### config.mk
export PLATFORM = sky130hd
export DESIGN_NAME = board_system_regs_watchdog
export DESIGN_NICKNAME = d
export VERILOG_FILES = /design/src/rtl/sysreg_pkg.sv /design/src/rtl/board_system_regs_watchdog.sv
export SDC_FILE = /design/constraint.sdc
export NUM_CORES = 1
export LEC_CHECK = 0
export BUFFER_PORTS_ARGS = -buffer_cell sky130_fd_sc_hd__buf_4
export CAP_MARGIN = 20
export CORE_MARGIN = 1.5
export CORE_UTILIZATION = 35
export DETAILED_ROUTE_END_ITERATION = 6
export GPL_ROUTABILITY_DRIVEN = 0
export GPL_TIMING_DRIVEN = 0
export SYNTH_ARGS = -nofsm -noshare
export SYNTH_HDL_FRONTEND = slang
export SYNTH_SLANG_ARGS = --single-unit
### constraint.sdc
create_clock -name i_sys_clk -period 3.4 [get_ports i_sys_clk]
set_input_delay 0.68 -clock i_sys_clk [delete_from_list [all_inputs] [get_ports i_sys_clk]]
set_output_delay 0.68 -clock i_sys_clk [all_outputs]
set_load 0.02 [all_outputs]
### src/rtl/sysreg_pkg.sv
// Constants, field layouts and register types for the board system register block
package sysreg_pkg;

  // I/O addresses
  localparam logic [7:0] ADDR_FLASH_CTRL = 8'h78;
  localparam logic [7:0] ADDR_WDOG = 8'h79;
  localparam logic [7:0] ADDR_SELFTEST = 8'h80;
  localparam logic [7:0] ADDR_INS_PWR_STAT = 8'hE1;
  localparam logic [7:0] ADDR_BOARD_REV = 8'hE2;
  localparam logic [7:0] ADDR_SWITCH_RB = 8'hE3;
  localparam logic [7:0] ADDR_NET_ROUTE = 8'hE4;
  localparam logic [7:0] ADDR_VIDEO_LAMP = 8'hE5;
  localparam logic [7:0] ADDR_HOST_FN_INDEX = 8'hE6;
  localparam logic [7:0] ADDR_HOST_FN_WINDOW = 8'hE7;
  localparam logic [7:0] ADDR_IRQ_STAT_MASK = 8'hE8;

  // Read answers for locations this block does not back
  localparam logic [7:0] RD_UNMAPPED = 8'hFF;
  localparam logic [7:0] RD_MAPPED_ONLY = 8'h00;

  // Flash page control layout, bit 7 down to bit 0
  typedef struct packed {
    logic boot_override;
    logic [2:0] page;
    logic rsvd3;
    logic scratch;
    logic wr_en;
    logic rsvd0;
  } flash_ctrl_t;

  // Two-stage timer control layout, bit 7 down to bit 0
  typedef struct packed {
    logic stage2_stat;
    logic stage1_stat;
    logic stage2_en;
    logic stage1_en;
    logic steer_init;
    logic [2:0] timeout_code;
  } wdog_ctrl_t;

  localparam flash_ctrl_t FLASH_CTRL_RST = 8'h00;
  localparam wdog_ctrl_t WDOG_CTRL_RST = 8'h00;
  localparam logic [7:0] SELFTEST_RST = 8'h00;

  // Timing
  localparam int unsigned CLK_PERIOD_NS = 20;
  localparam int unsigned MS_NS = 1000000;
  localparam int unsigned MS_TICK_CYCLES_DEF = MS_NS / CLK_PERIOD_NS;
  localparam int unsigned STAGE2_DELAY_MS_DEF = 250;
  localparam int unsigned TC_NOM_PCT = 130;
  localparam int unsigned TC_MIN_MS [8] = '{250, 500, 1000, 8000, 32000, 64000, 128000, 256000};
  localparam int unsigned MS_CNT_W = 19;

  typedef enum logic [1:0] {
    WD_IDLE,
    WD_COUNT,
    WD_PENDING
  } wd_state_t;

endpackage

### src/rtl/board_system_regs_watchdog.sv
// Board system registers: flash page control, two-stage watchdog, self-test LED port
//
// Summary of operation
// - Flash control register clears to zero on init or any reset.
// - Bit 7 set forces onboard flash boot; clear lets boot switch decide.
// - Flash control bits 6:4 drive flash address lines A24:A22.
// - Flash control bit 2 is a scratch bit with no board effect.
// - Stage-two status sets on reset timeout; a written zero clears it.
// - Power-up clears stage-two status; watchdog-caused hard reset keeps it.
// - Stage-one status sets when timeout asserts NMI or INIT; cleared by written zero.
// - Power-up or hard reset clears stage-one status and both enables.
// - With stage two disabled, timeout gives no reset and no status.
// - Stage two enabled: reset output about 250 ms after stage-one event.
// - Both enable bits read zero after a timeout and stay clear until written again.
// - With stage one disabled, timeout gives no NMI and no status.
// - Stage one enabled: NMI asserts once the coded interval elapses.
// - Bit 3 steers the stage-one output to NMI or INIT.
// - Bits 2:0 hold the written terminal count code and read it back.
// - Code sets minimum timeout, 250 ms through 256 s.
// - Timeout never below the minimum, nominally thirty percent longer.
// - Terminal count code is 000 after power-up and any hard reset.
// - Self-test port latches written byte onto eight LEDs.
`timescale 1ns/1ps

module board_system_regs_watchdog
  import sysreg_pkg::*;
#(
  parameter int unsigned MS_TICK_CYCLES = MS_TICK_CYCLES_DEF,
  parameter int unsigned STAGE2_DELAY_MS = STAGE2_DELAY_MS_DEF
) (
  // Clock and resets
  input wire logic i_sys_clk,
  input wire logic i_nrst,
  input wire logic i_hard_rst,
  input wire logic i_hard_rst_by_wdog,
  input wire logic i_init,
  // Host I/O space access
  input wire logic [7:0] i_io_addr,
  input wire logic i_io_wr,
  input wire logic i_io_rd,
  input wire logic [7:0] i_io_wdata,
  output logic [7:0] o_io_rdata,
  // Board inputs
  input wire logic i_boot_source_switch,
  input wire logic i_enum_asserted,
  // Flash control
  output logic o_boot_from_onboard,
  output logic [2:0] o_flash_page,
  output logic o_flash_wr_en,
  // Watchdog outputs
  output logic o_nmi,
  output logic o_init,
  output logic o_board_rst,
  // Self-test LEDs
  output logic [7:0] o_selftest_led
);

  localparam int unsigned PRE_W = $clog2(MS_TICK_CYCLES + 1);

  // Elaboration checks
  if (MS_TICK_CYCLES < 1) begin : g_chk_tick
    $error("MS_TICK_CYCLES must be at least one");
  end
  if (STAGE2_DELAY_MS < 1 || STAGE2_DELAY_MS >= (1 << MS_CNT_W)) begin : g_chk_s2
    $error("STAGE2_DELAY_MS out of counter range");
  end
  if (PRE_W > 31) begin : g_chk_pre
    $error("MS_TICK_CYCLES too large for the prescaler");
  end

  // nominal limits
  // Table of nominal limits in ms, one entry per timeout code
  wire logic [MS_CNT_W-1:0] limit_tbl [8];
  for (genvar c = 0; c < 8; c++) begin : g_limit
    localparam int unsigned NOM_MS = TC_MIN_MS[c] * TC_NOM_PCT / 100;
    // Integer rounding must never bring a limit under its coded minimum
    if (NOM_MS < TC_MIN_MS[c] || NOM_MS >= (1 << MS_CNT_W)) begin : g_chk_nom
      $error("Nominal limit outside the ms counter range");
    end
    assign limit_tbl[c] = MS_CNT_W'(NOM_MS);
  end

  // Register state
  flash_ctrl_t flash_q;
  flash_ctrl_t flash_d;
  wdog_ctrl_t wdog_q;
  wdog_ctrl_t wdog_d;
  wdog_ctrl_t wdog_hard;

  // Timer state
  wd_state_t state_q;
  wd_state_t state_d;
  logic [PRE_W-1:0] pre_q;
  logic [PRE_W-1:0] pre_d;
  logic [MS_CNT_W-1:0] ms_q;
  logic [MS_CNT_W-1:0] ms_d;

  // Access decode
  wire logic wr_flash = i_io_wr && (i_io_addr == ADDR_FLASH_CTRL);
  wire logic wr_wdog = i_io_wr && (i_io_addr == ADDR_WDOG);
  wire logic wr_selftest = i_io_wr && (i_io_addr == ADDR_SELFTEST);
  wire logic any_rst = !i_nrst || i_hard_rst;
  wire logic hit_mapped_only = (i_io_addr == ADDR_BOARD_REV) || (i_io_addr == ADDR_SWITCH_RB) ||
                               (i_io_addr == ADDR_NET_ROUTE) || (i_io_addr == ADDR_VIDEO_LAMP) ||
                               (i_io_addr == ADDR_HOST_FN_INDEX) || (i_io_addr == ADDR_HOST_FN_WINDOW) ||
                               (i_io_addr == ADDR_IRQ_STAT_MASK);
  wire logic rd_hit_flash = (i_io_addr == ADDR_FLASH_CTRL);
  wire logic rd_hit_wdog = (i_io_addr == ADDR_WDOG);
  wire logic rd_hit_ins_pwr = (i_io_addr == ADDR_INS_PWR_STAT);
  wire logic flash_clr = any_rst || i_init;

  // Write data fields of the timer control register
  wire logic [2:0] wr_code = i_io_wdata[2:0];
  wire logic wr_steer = i_io_wdata[3];
  wire logic wr_stage1_en = i_io_wdata[4];
  wire logic wr_stage2_en = i_io_wdata[5];
  wire logic wr_keep_stage1 = i_io_wdata[6];
  wire logic wr_keep_stage2 = i_io_wdata[7];
  wire logic wr_arm = wr_stage1_en || wr_stage2_en;
  // Status clears need a written zero; a written one leaves the bit alone
  wire logic clr_stage1 = wr_wdog && !wr_keep_stage1;
  wire logic clr_stage2 = wr_wdog && !wr_keep_stage2;

  // Timer events
  wire logic tick = (pre_q == PRE_W'(MS_TICK_CYCLES - 1));
  // Prescaler, restarted on arming and held at zero while idle, gives the one-ms tick
  wire logic [PRE_W-1:0] pre_next = tick ? '0 : pre_q + PRE_W'(1);
  wire logic [MS_CNT_W-1:0] ms_next = tick ? ms_q + MS_CNT_W'(1) : ms_q;
  wire logic any_en = wdog_q.stage1_en || wdog_q.stage2_en;
  wire logic in_count = (state_q == WD_COUNT);
  wire logic in_pending = (state_q == WD_PENDING);
  wire logic [MS_CNT_W-1:0] limit_ms = limit_tbl[wdog_q.timeout_code];
  wire logic limit_hit = (ms_q >= limit_ms);
  wire logic delay_hit = (ms_q >= MS_CNT_W'(STAGE2_DELAY_MS));
  // A write in the same cycle restarts the count instead of firing
  // interval elapsed
  wire logic timeout_ev = in_count && any_en && limit_hit && !wr_wdog;
  wire logic stage2_fire = in_pending && delay_hit && !wr_wdog;
  wire logic stage1_ev = timeout_ev && wdog_q.stage1_en;
  wire logic nmi_ev = stage1_ev && !wdog_q.steer_init;
  wire logic init_ev = stage1_ev && wdog_q.steer_init;

  // Flash control next value
  always_comb begin
    flash_d = flash_q;
    if (wr_flash) begin
      flash_d = flash_ctrl_t'(i_io_wdata);
      flash_d.rsvd3 = 1'b0;
      flash_d.rsvd0 = 1'b0;
    end
  end

  // Watchdog register next value
  always_comb begin
    wdog_d = wdog_q;
    if (wr_wdog) begin
      wdog_d.timeout_code = wr_code;
      wdog_d.steer_init = wr_steer;
      wdog_d.stage1_en = wr_stage1_en;
      wdog_d.stage2_en = wr_stage2_en;
    end
    if (clr_stage1) begin
      wdog_d.stage1_stat = 1'b0;
    end
    if (clr_stage2) begin
      wdog_d.stage2_stat = 1'b0;
    end
    if (timeout_ev) begin
      wdog_d.stage1_en = 1'b0;
      wdog_d.stage2_en = 1'b0;
    end
    if (stage1_ev) begin
      wdog_d.stage1_stat = 1'b1;
    end
    if (stage2_fire) begin
      wdog_d.stage2_stat = 1'b1;
    end
  end

  // Hard reset image of the watchdog register
  always_comb begin
    wdog_hard = WDOG_CTRL_RST;
    wdog_hard.stage2_stat = i_hard_rst_by_wdog && (wdog_q.stage2_stat || stage2_fire);
  end

  // Timer sequencing
  always_comb begin
    state_d = state_q;
    pre_d = pre_next;
    ms_d = ms_next;
    // Resolution is one ms: a timeout lands on the first tick at or past the limit
    unique case (state_q)
      WD_IDLE: begin
        // Counters parked at zero so arming starts a full interval
        pre_d = '0;
        ms_d = '0;
        if (any_en) begin
          state_d = WD_COUNT;
        end
      end
      WD_COUNT: begin
        if (!any_en) begin
          state_d = WD_IDLE;
        end else if (timeout_ev) begin
          pre_d = '0;
          ms_d = '0;
          state_d = wdog_q.stage2_en ? WD_PENDING : WD_IDLE;
        end
      end
      WD_PENDING: begin
        // Stage-one interval has elapsed; only a write or any reset cancels the board reset
        if (stage2_fire) begin
          state_d = WD_IDLE;
        end
      end
    endcase
    if (wr_wdog) begin
      pre_d = '0;
      ms_d = '0;
      state_d = wr_arm ? WD_COUNT : WD_IDLE;
    end
  end

  // Read data selection
  wire logic [7:0] ins_pwr_stat = {wdog_q.stage1_stat, i_enum_asserted, 6'h00};
  wire logic [7:0] rd_val = rd_hit_flash ? flash_q :
                            rd_hit_wdog ? wdog_q :
                            rd_hit_ins_pwr ? ins_pwr_stat :
                            hit_mapped_only ? RD_MAPPED_ONLY : RD_UNMAPPED;

  // cleared by init or any reset
  always_ff @(posedge i_sys_clk) begin
    if (flash_clr) begin
      flash_q <= FLASH_CTRL_RST;
    end else begin
      flash_q <= flash_d;
    end
  end

  always_ff @(posedge i_sys_clk) begin
    if (!i_nrst) begin
      wdog_q <= WDOG_CTRL_RST;
    end else if (i_hard_rst) begin
      wdog_q <= wdog_hard;
    end else begin
      wdog_q <= wdog_d;
    end
  end

  // Timer state, prescaler and ms count restart together on any reset
  always_ff @(posedge i_sys_clk) begin
    if (any_rst) begin
      state_q <= WD_IDLE;
    end else begin
      state_q <= state_d;
    end
  end

  always_ff @(posedge i_sys_clk) begin
    if (any_rst) begin
      pre_q <= '0;
    end else begin
      pre_q <= pre_d;
    end
  end

  always_ff @(posedge i_sys_clk) begin
    if (any_rst) begin
      ms_q <= '0;
    end else begin
      ms_q <= ms_d;
    end
  end

  // Stage outputs are single-cycle pulses; the board sequencer stretches reset
  // stage-one NMI
  always_ff @(posedge i_sys_clk) begin
    if (any_rst) begin
      o_nmi <= 1'b0;
    end else begin
      o_nmi <= nmi_ev;
    end
  end

  always_ff @(posedge i_sys_clk) begin
    if (any_rst) begin
      o_init <= 1'b0;
    end else begin
      o_init <= init_ev;
    end
  end

  always_ff @(posedge i_sys_clk) begin
    if (any_rst) begin
      o_board_rst <= 1'b0;
    end else begin
      o_board_rst <= stage2_fire;
    end
  end

  // Flash pins follow the register one cycle later
  // Held low through power-up reset; the switch shows through other clears
  wire logic boot_in_rst = i_nrst && i_boot_source_switch;
  wire logic boot_sel = flash_q.boot_override || i_boot_source_switch;

  always_ff @(posedge i_sys_clk) begin
    if (flash_clr) begin
      o_boot_from_onboard <= boot_in_rst;
    end else begin
      o_boot_from_onboard <= boot_sel;
    end
  end

  always_ff @(posedge i_sys_clk) begin
    if (flash_clr) begin
      o_flash_page <= 3'h0;
    end else begin
      o_flash_page <= flash_q.page;
    end
  end

  always_ff @(posedge i_sys_clk) begin
    if (flash_clr) begin
      o_flash_wr_en <= 1'b0;
    end else begin
      o_flash_wr_en <= flash_q.wr_en;
    end
  end

  always_ff @(posedge i_sys_clk) begin
    if (any_rst) begin
      o_selftest_led <= SELFTEST_RST;
    end else if (wr_selftest) begin
      o_selftest_led <= i_io_wdata;
    end
  end

  // A read and a write in one cycle: the read returns the old value
  // Read data is held until the next read or a power-up reset
  always_ff @(posedge i_sys_clk) begin
    if (!i_nrst) begin
      o_io_rdata <= 8'h00;
    end else if (i_io_rd) begin
      o_io_rdata <= rd_val;
    end
  end

endmodule // board_system_regs_watchdog

Word level (Yosys, flattened, before mapping)
Memory sizes are Yosys's and may differ from the RTL's.
Cells that the tools add are included.
- add/subtract/negate cells: 2
- order comparisons: 3
- equality and inequality tests: 17
- multiplexer cells: 30
- bitwise logic cells: 2
- reduce and logical (&&, ||, !) cells: 39
- operators with widths (cell ; count):
    $mux 19 ; 5
    $eq 8x8->1 const B ; 9
    $mux 16 ; 3
    $mux 8 ; 5
    $pmux 19 s2 ; 1
    $pmux 16 s2 ; 1
    $add 19x1->19 const B ; 1
    $ge 19x19->1 ; 1
    $ge 19x8->1 const B ; 1
    $add 16x1->16 const B ; 1
    $eq 16x16->1 const B ; 1
    $eq 8x7->1 const B ; 2
    $logic_and 1x1->1 ; 15
    $mux 2 ; 7
    $logic_or 1x1->1 ; 12
    $mux 1 ; 6
    $mux 6 ; 1
    $pmux 2 s3 ; 1
    $logic_not 1->1 ; 5
    $ge 4x4->1 const B ; 1
    $ne 4x3->1 const B ; 1
    $not 3->4 ; 1
    $reduce_or 2->1 ; 2
    $ne 3x2->1 const B ; 1
    other kinds (9) ; 9
- flip-flop bits (word level): 75
- memory bits (read-only): 152
- memories: 1
- memories (name ; depth ; width ; read ports ; clocked after memory_dff ; write ports ; line ; text):
    (no name shown) ; 8 ; 19 ; 1 ; 0 ; 0 ; board_system_regs_watchdog.sv:132 ; wire logic [MS_CNT_W-1:0] limit_ms = limit_tbl[wdog_q.timeout_code];

Depth between registers and ports, before layout
- depth after elaboration: 11
- gate-level depth with buffers: 12
- mapped depth without buffers: 11

Worst setup path after synthesis
Ideal clock, no wire load.
- path kind: register to register
- from: register wdog_q[0] in the netlist's numbering
- to: register ms_q[10]
- data arrival time: 2.513 ns
- slack: 0.757 ns
- stages on the path, launching flop included: 11
- clock period less this slack: 2.643 ns
- cells stage by stage: dfxtp_1 -> nor2b_1 -> nand2b_1 -> and2_1 -> ha_1 -> nand4_2 -> a2111oi_4 -> o31ai_2 -> a211oi_4 -> buf_6 -> nor3_1
- cells in the longest elaborated chain, start to end: 10
- ends and longest elaborated chain (item ; line ; text):
    start, declared ; board_system_regs_watchdog.sv:86 ; wdog_ctrl_t wdog_q;
    start signal, assigned ; board_system_regs_watchdog.sv:244 ; wdog_q <= wdog_hard;
    start signal, assigned ; board_system_regs_watchdog.sv:246 ; wdog_q <= wdog_d;
    $not 3->4 (not written as such) ; board_system_regs_watchdog.sv:132 ;
    $mem_v2 8x19 ; - ;
    $mux 19 (not written as such) (2 in a row) ; board_system_regs_watchdog.sv:132 ;
    $ge 19x19->1 ; board_system_regs_watchdog.sv:133 ; wire logic limit_hit = (ms_q >= limit_ms);
    $logic_and 1x1->1 (2 in a row) ; board_system_regs_watchdog.sv:137 ; wire logic timeout_ev = in_count && any_en && limit_hit && !wr_wdog;
    $mux 19 ; board_system_regs_watchdog.sv:204 ; end else if (timeout_ev) begin
    $mux 19 ; board_system_regs_watchdog.sv:202 ; if (!any_en) begin
    $pmux 19 s2 ; board_system_regs_watchdog.sv:192 ; unique case (state_q)
    end signal, assigned ; board_system_regs_watchdog.sv:271 ; ms_q <= ms_d;
    end, declared ; board_system_regs_watchdog.sv:95 ; logic [MS_CNT_W-1:0] ms_q;
Every way passes these cells. The select of a mux whose other input is x is not followed.
A chain may end at the register's enable or synchronous reset.

Worst setup path in the final report
- from: register wdog_q[0] in the netlist's numbering
- to: register pre_q[12]
- cells in the longest elaborated chain, start to end: 10
- ends and longest elaborated chain (item ; line ; text):
    $not 3->4 (not written as such) ; board_system_regs_watchdog.sv:132 ;
    $mem_v2 8x19 ; - ;
    $mux 19 (not written as such) (2 in a row) ; board_system_regs_watchdog.sv:132 ;
    $ge 19x19->1 ; board_system_regs_watchdog.sv:133 ;
    $logic_and 1x1->1 (2 in a row) ; board_system_regs_watchdog.sv:137 ;
    $mux 16 ; board_system_regs_watchdog.sv:204 ;
    $mux 16 ; board_system_regs_watchdog.sv:202 ;
    $pmux 16 s2 ; board_system_regs_watchdog.sv:192 ;
    end signal, assigned ; board_system_regs_watchdog.sv:263 ; pre_q <= pre_d;
    end, declared ; board_system_regs_watchdog.sv:93 ; logic [PRE_W-1:0] pre_q;
Every way passes these cells. The select of a mux whose other input is x is not followed.

==> flow_summary.toml <==
[die]
rows = 38
core_um2 = 10840
initial_core_util_pct = 35.87
dieWidth_um = 108.4
die_h_um = 108.4
io_pins = 49
die_area_um2 = 11750

[detailed_routing]
drc = 0
wirelength_um = 9053
drt_pass1_iterations = 4
vias = 3316
ant_nets = 0
wl_per_cell_um = 13.99
drt-initial-drc-count = 86
vias_per_cell = 5.125

[placement]
io_buffers = 47
dpl_cell_area_um2 = 4417
dpl.hpwl_um = 6894

[finish]
fillers = 1116
fin_area_um2 = 4669
drive_gt1_share_pct = 15.58
area_growth_pct = 20.08
fin_nets = 553
n_antenna_cell = 0

[hold_path]
worst_hold_path_type = "flip-flop to flip-flop"
whs_path_depth = 1

[sta]
fin_tns_setup_ps = 0
clock.fmax_mhz = 333.6
hold_viol = 0
fin_skew_ps = 11.44
setup_viol = 0
grt_setup_unrepaired = "no"
worst_pin_slew_ps = 947.9
finalCritPeriodShare_pct = 88.15
max_slew_margin_pct = 36.61
period_needed_ps = 2997
drv_slew = 0

[synthesis]
synth_nets = 493
synth_compound_area_share_pct = 10.97
synth_mux_area_share_pct = 4.376
synth_warnings = 0
synth_top_area_share_pct = 38.61
synth-simple-area-share_pct = 27.25
ys_types = 49
synth-seq-cells = 75
syn_area_per_cell_um2 = 8.778
netlist_instances = 443
netlist_area_um2 = 3889
yosysSeqAreaShare_pct = 38.61
synth-xor-area-share_pct = 7.207
ys_async_sr_fraction_pct = 0
yosys_most_used_dff = "dfxtp_1"
synth-edff-count = 0
synth_top_area_cell = "dfxtp_1"
synth_fa_ha_area_share_pct = 8.044
synth_top_family_by_area = "simple AND/OR/NAND/NOR gates"
synth_area_leaders = "dfxtp_1 39%, ha_1 8.0%, nor3_1 6.0%"

[critical_path]
required_ps = 3620
crit_arrival_ps = 3220
cp_max_fo = 10
path_class = "flip-flop to flip-flop"
r2r_slack_ps = 400
crit_path_end_kind = "flip-flop"
r2r_cells = 11
start_kind = "flip-flop"

[pwr]
pwr-share-comb_pct = 4.9
p_leak_uw = 0.001762
powerDensity_nw_per_um2 = 376.1
max-vdd-ir-drop_v = 0.0002110
p_sw_share_pct = 21.70
p_int_uw = 1375
p_clk_share_pct = 44.5
power_switching_uw = 381.2
power.share.sequential_pct = 50.6

[grt]
antenna_found_initial = 0
grt_max_degree = 13
grt_overflow = 0
grt_pass1_wl_um = 15400
track_usage_pct = 16.87
grt_pass1_vias = 3199

[cts]
clkTransAtPathRegs_ps = 80
ctsResizeCount = 0
root_buffer = "clkbuf_8"
cts_tree = "done"
postCtsSetupRepairBufs = 0
cts_made_buffers = 9
cts_hold_buf = 0
cts_buffer_depth = 2
clk_latency_ps = 360
clock_sinks = 75
htreeDepth = 3

[flow_run]
max-cap-violations = 0

[outcome]
outcome = "finished clean"
## registers in the layout, indices dropped and copies added (netlist names), 2 cells and up
name            cells
ms_q               19
pre_q              16
o_io_rdata          8
o_selftest_led      8
wdog_q              7
flash_q             6
o_flash_page        3
state_q             2
## synth_stat cells, types with 2 or more instances
cell      count
inv_1        14
nand4_1       5
a22oi_1       2
nor2_1       35
nor4_1        3
a21oi_1      22
buf_2         2
o32ai_1       2
nand4_2       2
clkbuf_1      9
ha_1         25
nand2b_1      4
xnor2_1      19
and4_1        3
nor3b_1       2
a21o_1        4
buf_6         3
o21a_1        9
nand2_1      38
nor3_1       47
and2_1        7
nor2b_1      13
and3_1       10
nand3_1      22
xor2_1       13
mux2i_1      17
dfxtp_1      75
o21ai_0      12
nor4b_1       3
or2_2         2
## power groups by stage
stage | sequential, µW | combinational (µW) | clock, µW
finish | 888 | 86.2 | 782
global route | 889 | 94.9 | 844
CTS | 888 | 87.0 | 803
detailed placement | 909 | 86.9 | 0
global placement | 909 | 85.6 | 0
floorplan | 918 | 29.4 | 0
## area by class of cell
class	count	area [µm²]	area share (%)
Inverter	14	52.55	1.125
Sequential cell	75	1501	32.15
Clock inverter	4	73.82	1.581
Multi-Input combinational cell	339	2250	48.18
Buffer	15	85.08	1.822
Tap cell	140	175.2	3.751
Timing Repair Buffer	49	380.4	8.146
Clock buffer	11	151.4	3.242
## worst max-delay path, stage by stage (launching register included)
cell and delay [ps]:
dfxtp_1 450, nor2b_1 350, nand2b_1 170, and2_1 200
ha_1 300, nand4_2 150, a2111oi_4 370, o31ai_2 200
a211oi_4 310, buf_12 160, buf_6 140, nor3_1 70
## path summary, 6_finish.rpt
path / start / end
hold reg to reg: pre_q[0]$_SDFF_PP0_ / pre_q[0]$_SDFF_PP0_
hold / removal: pre_q[0]$_SDFF_PP0_ / pre_q[0]$_SDFF_PP0_
setup / recovery: wdog_q[0]$_SDFFE_PP0P_ / pre_q[12]$_SDFF_PP0_
setup reg to reg: wdog_q[0]$_SDFFE_PP0P_ / pre_q[12]$_SDFF_PP0_
## layer usage
metal / vias up / global-route usage, % / routed length [µm]
met5: - / 0 / 0
met4: 0 / 8.365 / 223
met3: 17 / 3.677 / 378
met2: 68 / 27.63 / 4295
met1: 1549 / 20.85 / 4156
li1: 1682 / - / -
## logic make-up after synthesis
kind of cell | count (synthesis)
simple gates | 203
compound gates | 62
mux | 17
xor+xnor | 32
buf+inv | 29
flops | 75
fa+ha+maj | 25
## per-stage QoR
step                instances  power (µW)  hold slack, ps  util (%)  worst slack [ps]
global placement          630       994.2           461.8     40.74             296.7
detailed placement        630       995.8           473.7     40.74             227.9
floorplan                 443       947.0           442.5         -             756.8
finish                    647        1756           479.8     43.07             402.8
CTS                       645        1779           485.1     42.82             208.2
global route              647        1827           506.0     43.07             139.8
## placed cells by master, fill, tap and decap left out, types with 5 or more instances in the layout
cell type	n
a21oi_1	22
clkbuf_1	9
nand2_1	38
nor3_1	47
buf_4	49
xnor2_1	19
nor2b_1	13
nor2_1	35
nand4_1	5
and3_1	10
inv_1	14
clkbuf_8	11
xor2_1	13
o21ai_0	12
dfxtp_1	75
ha_1	25
nand3_1	22
o21a_1	9
and2_1	7
mux2i_1	17
No activity file was read; power rests on OpenSTA's default activity.
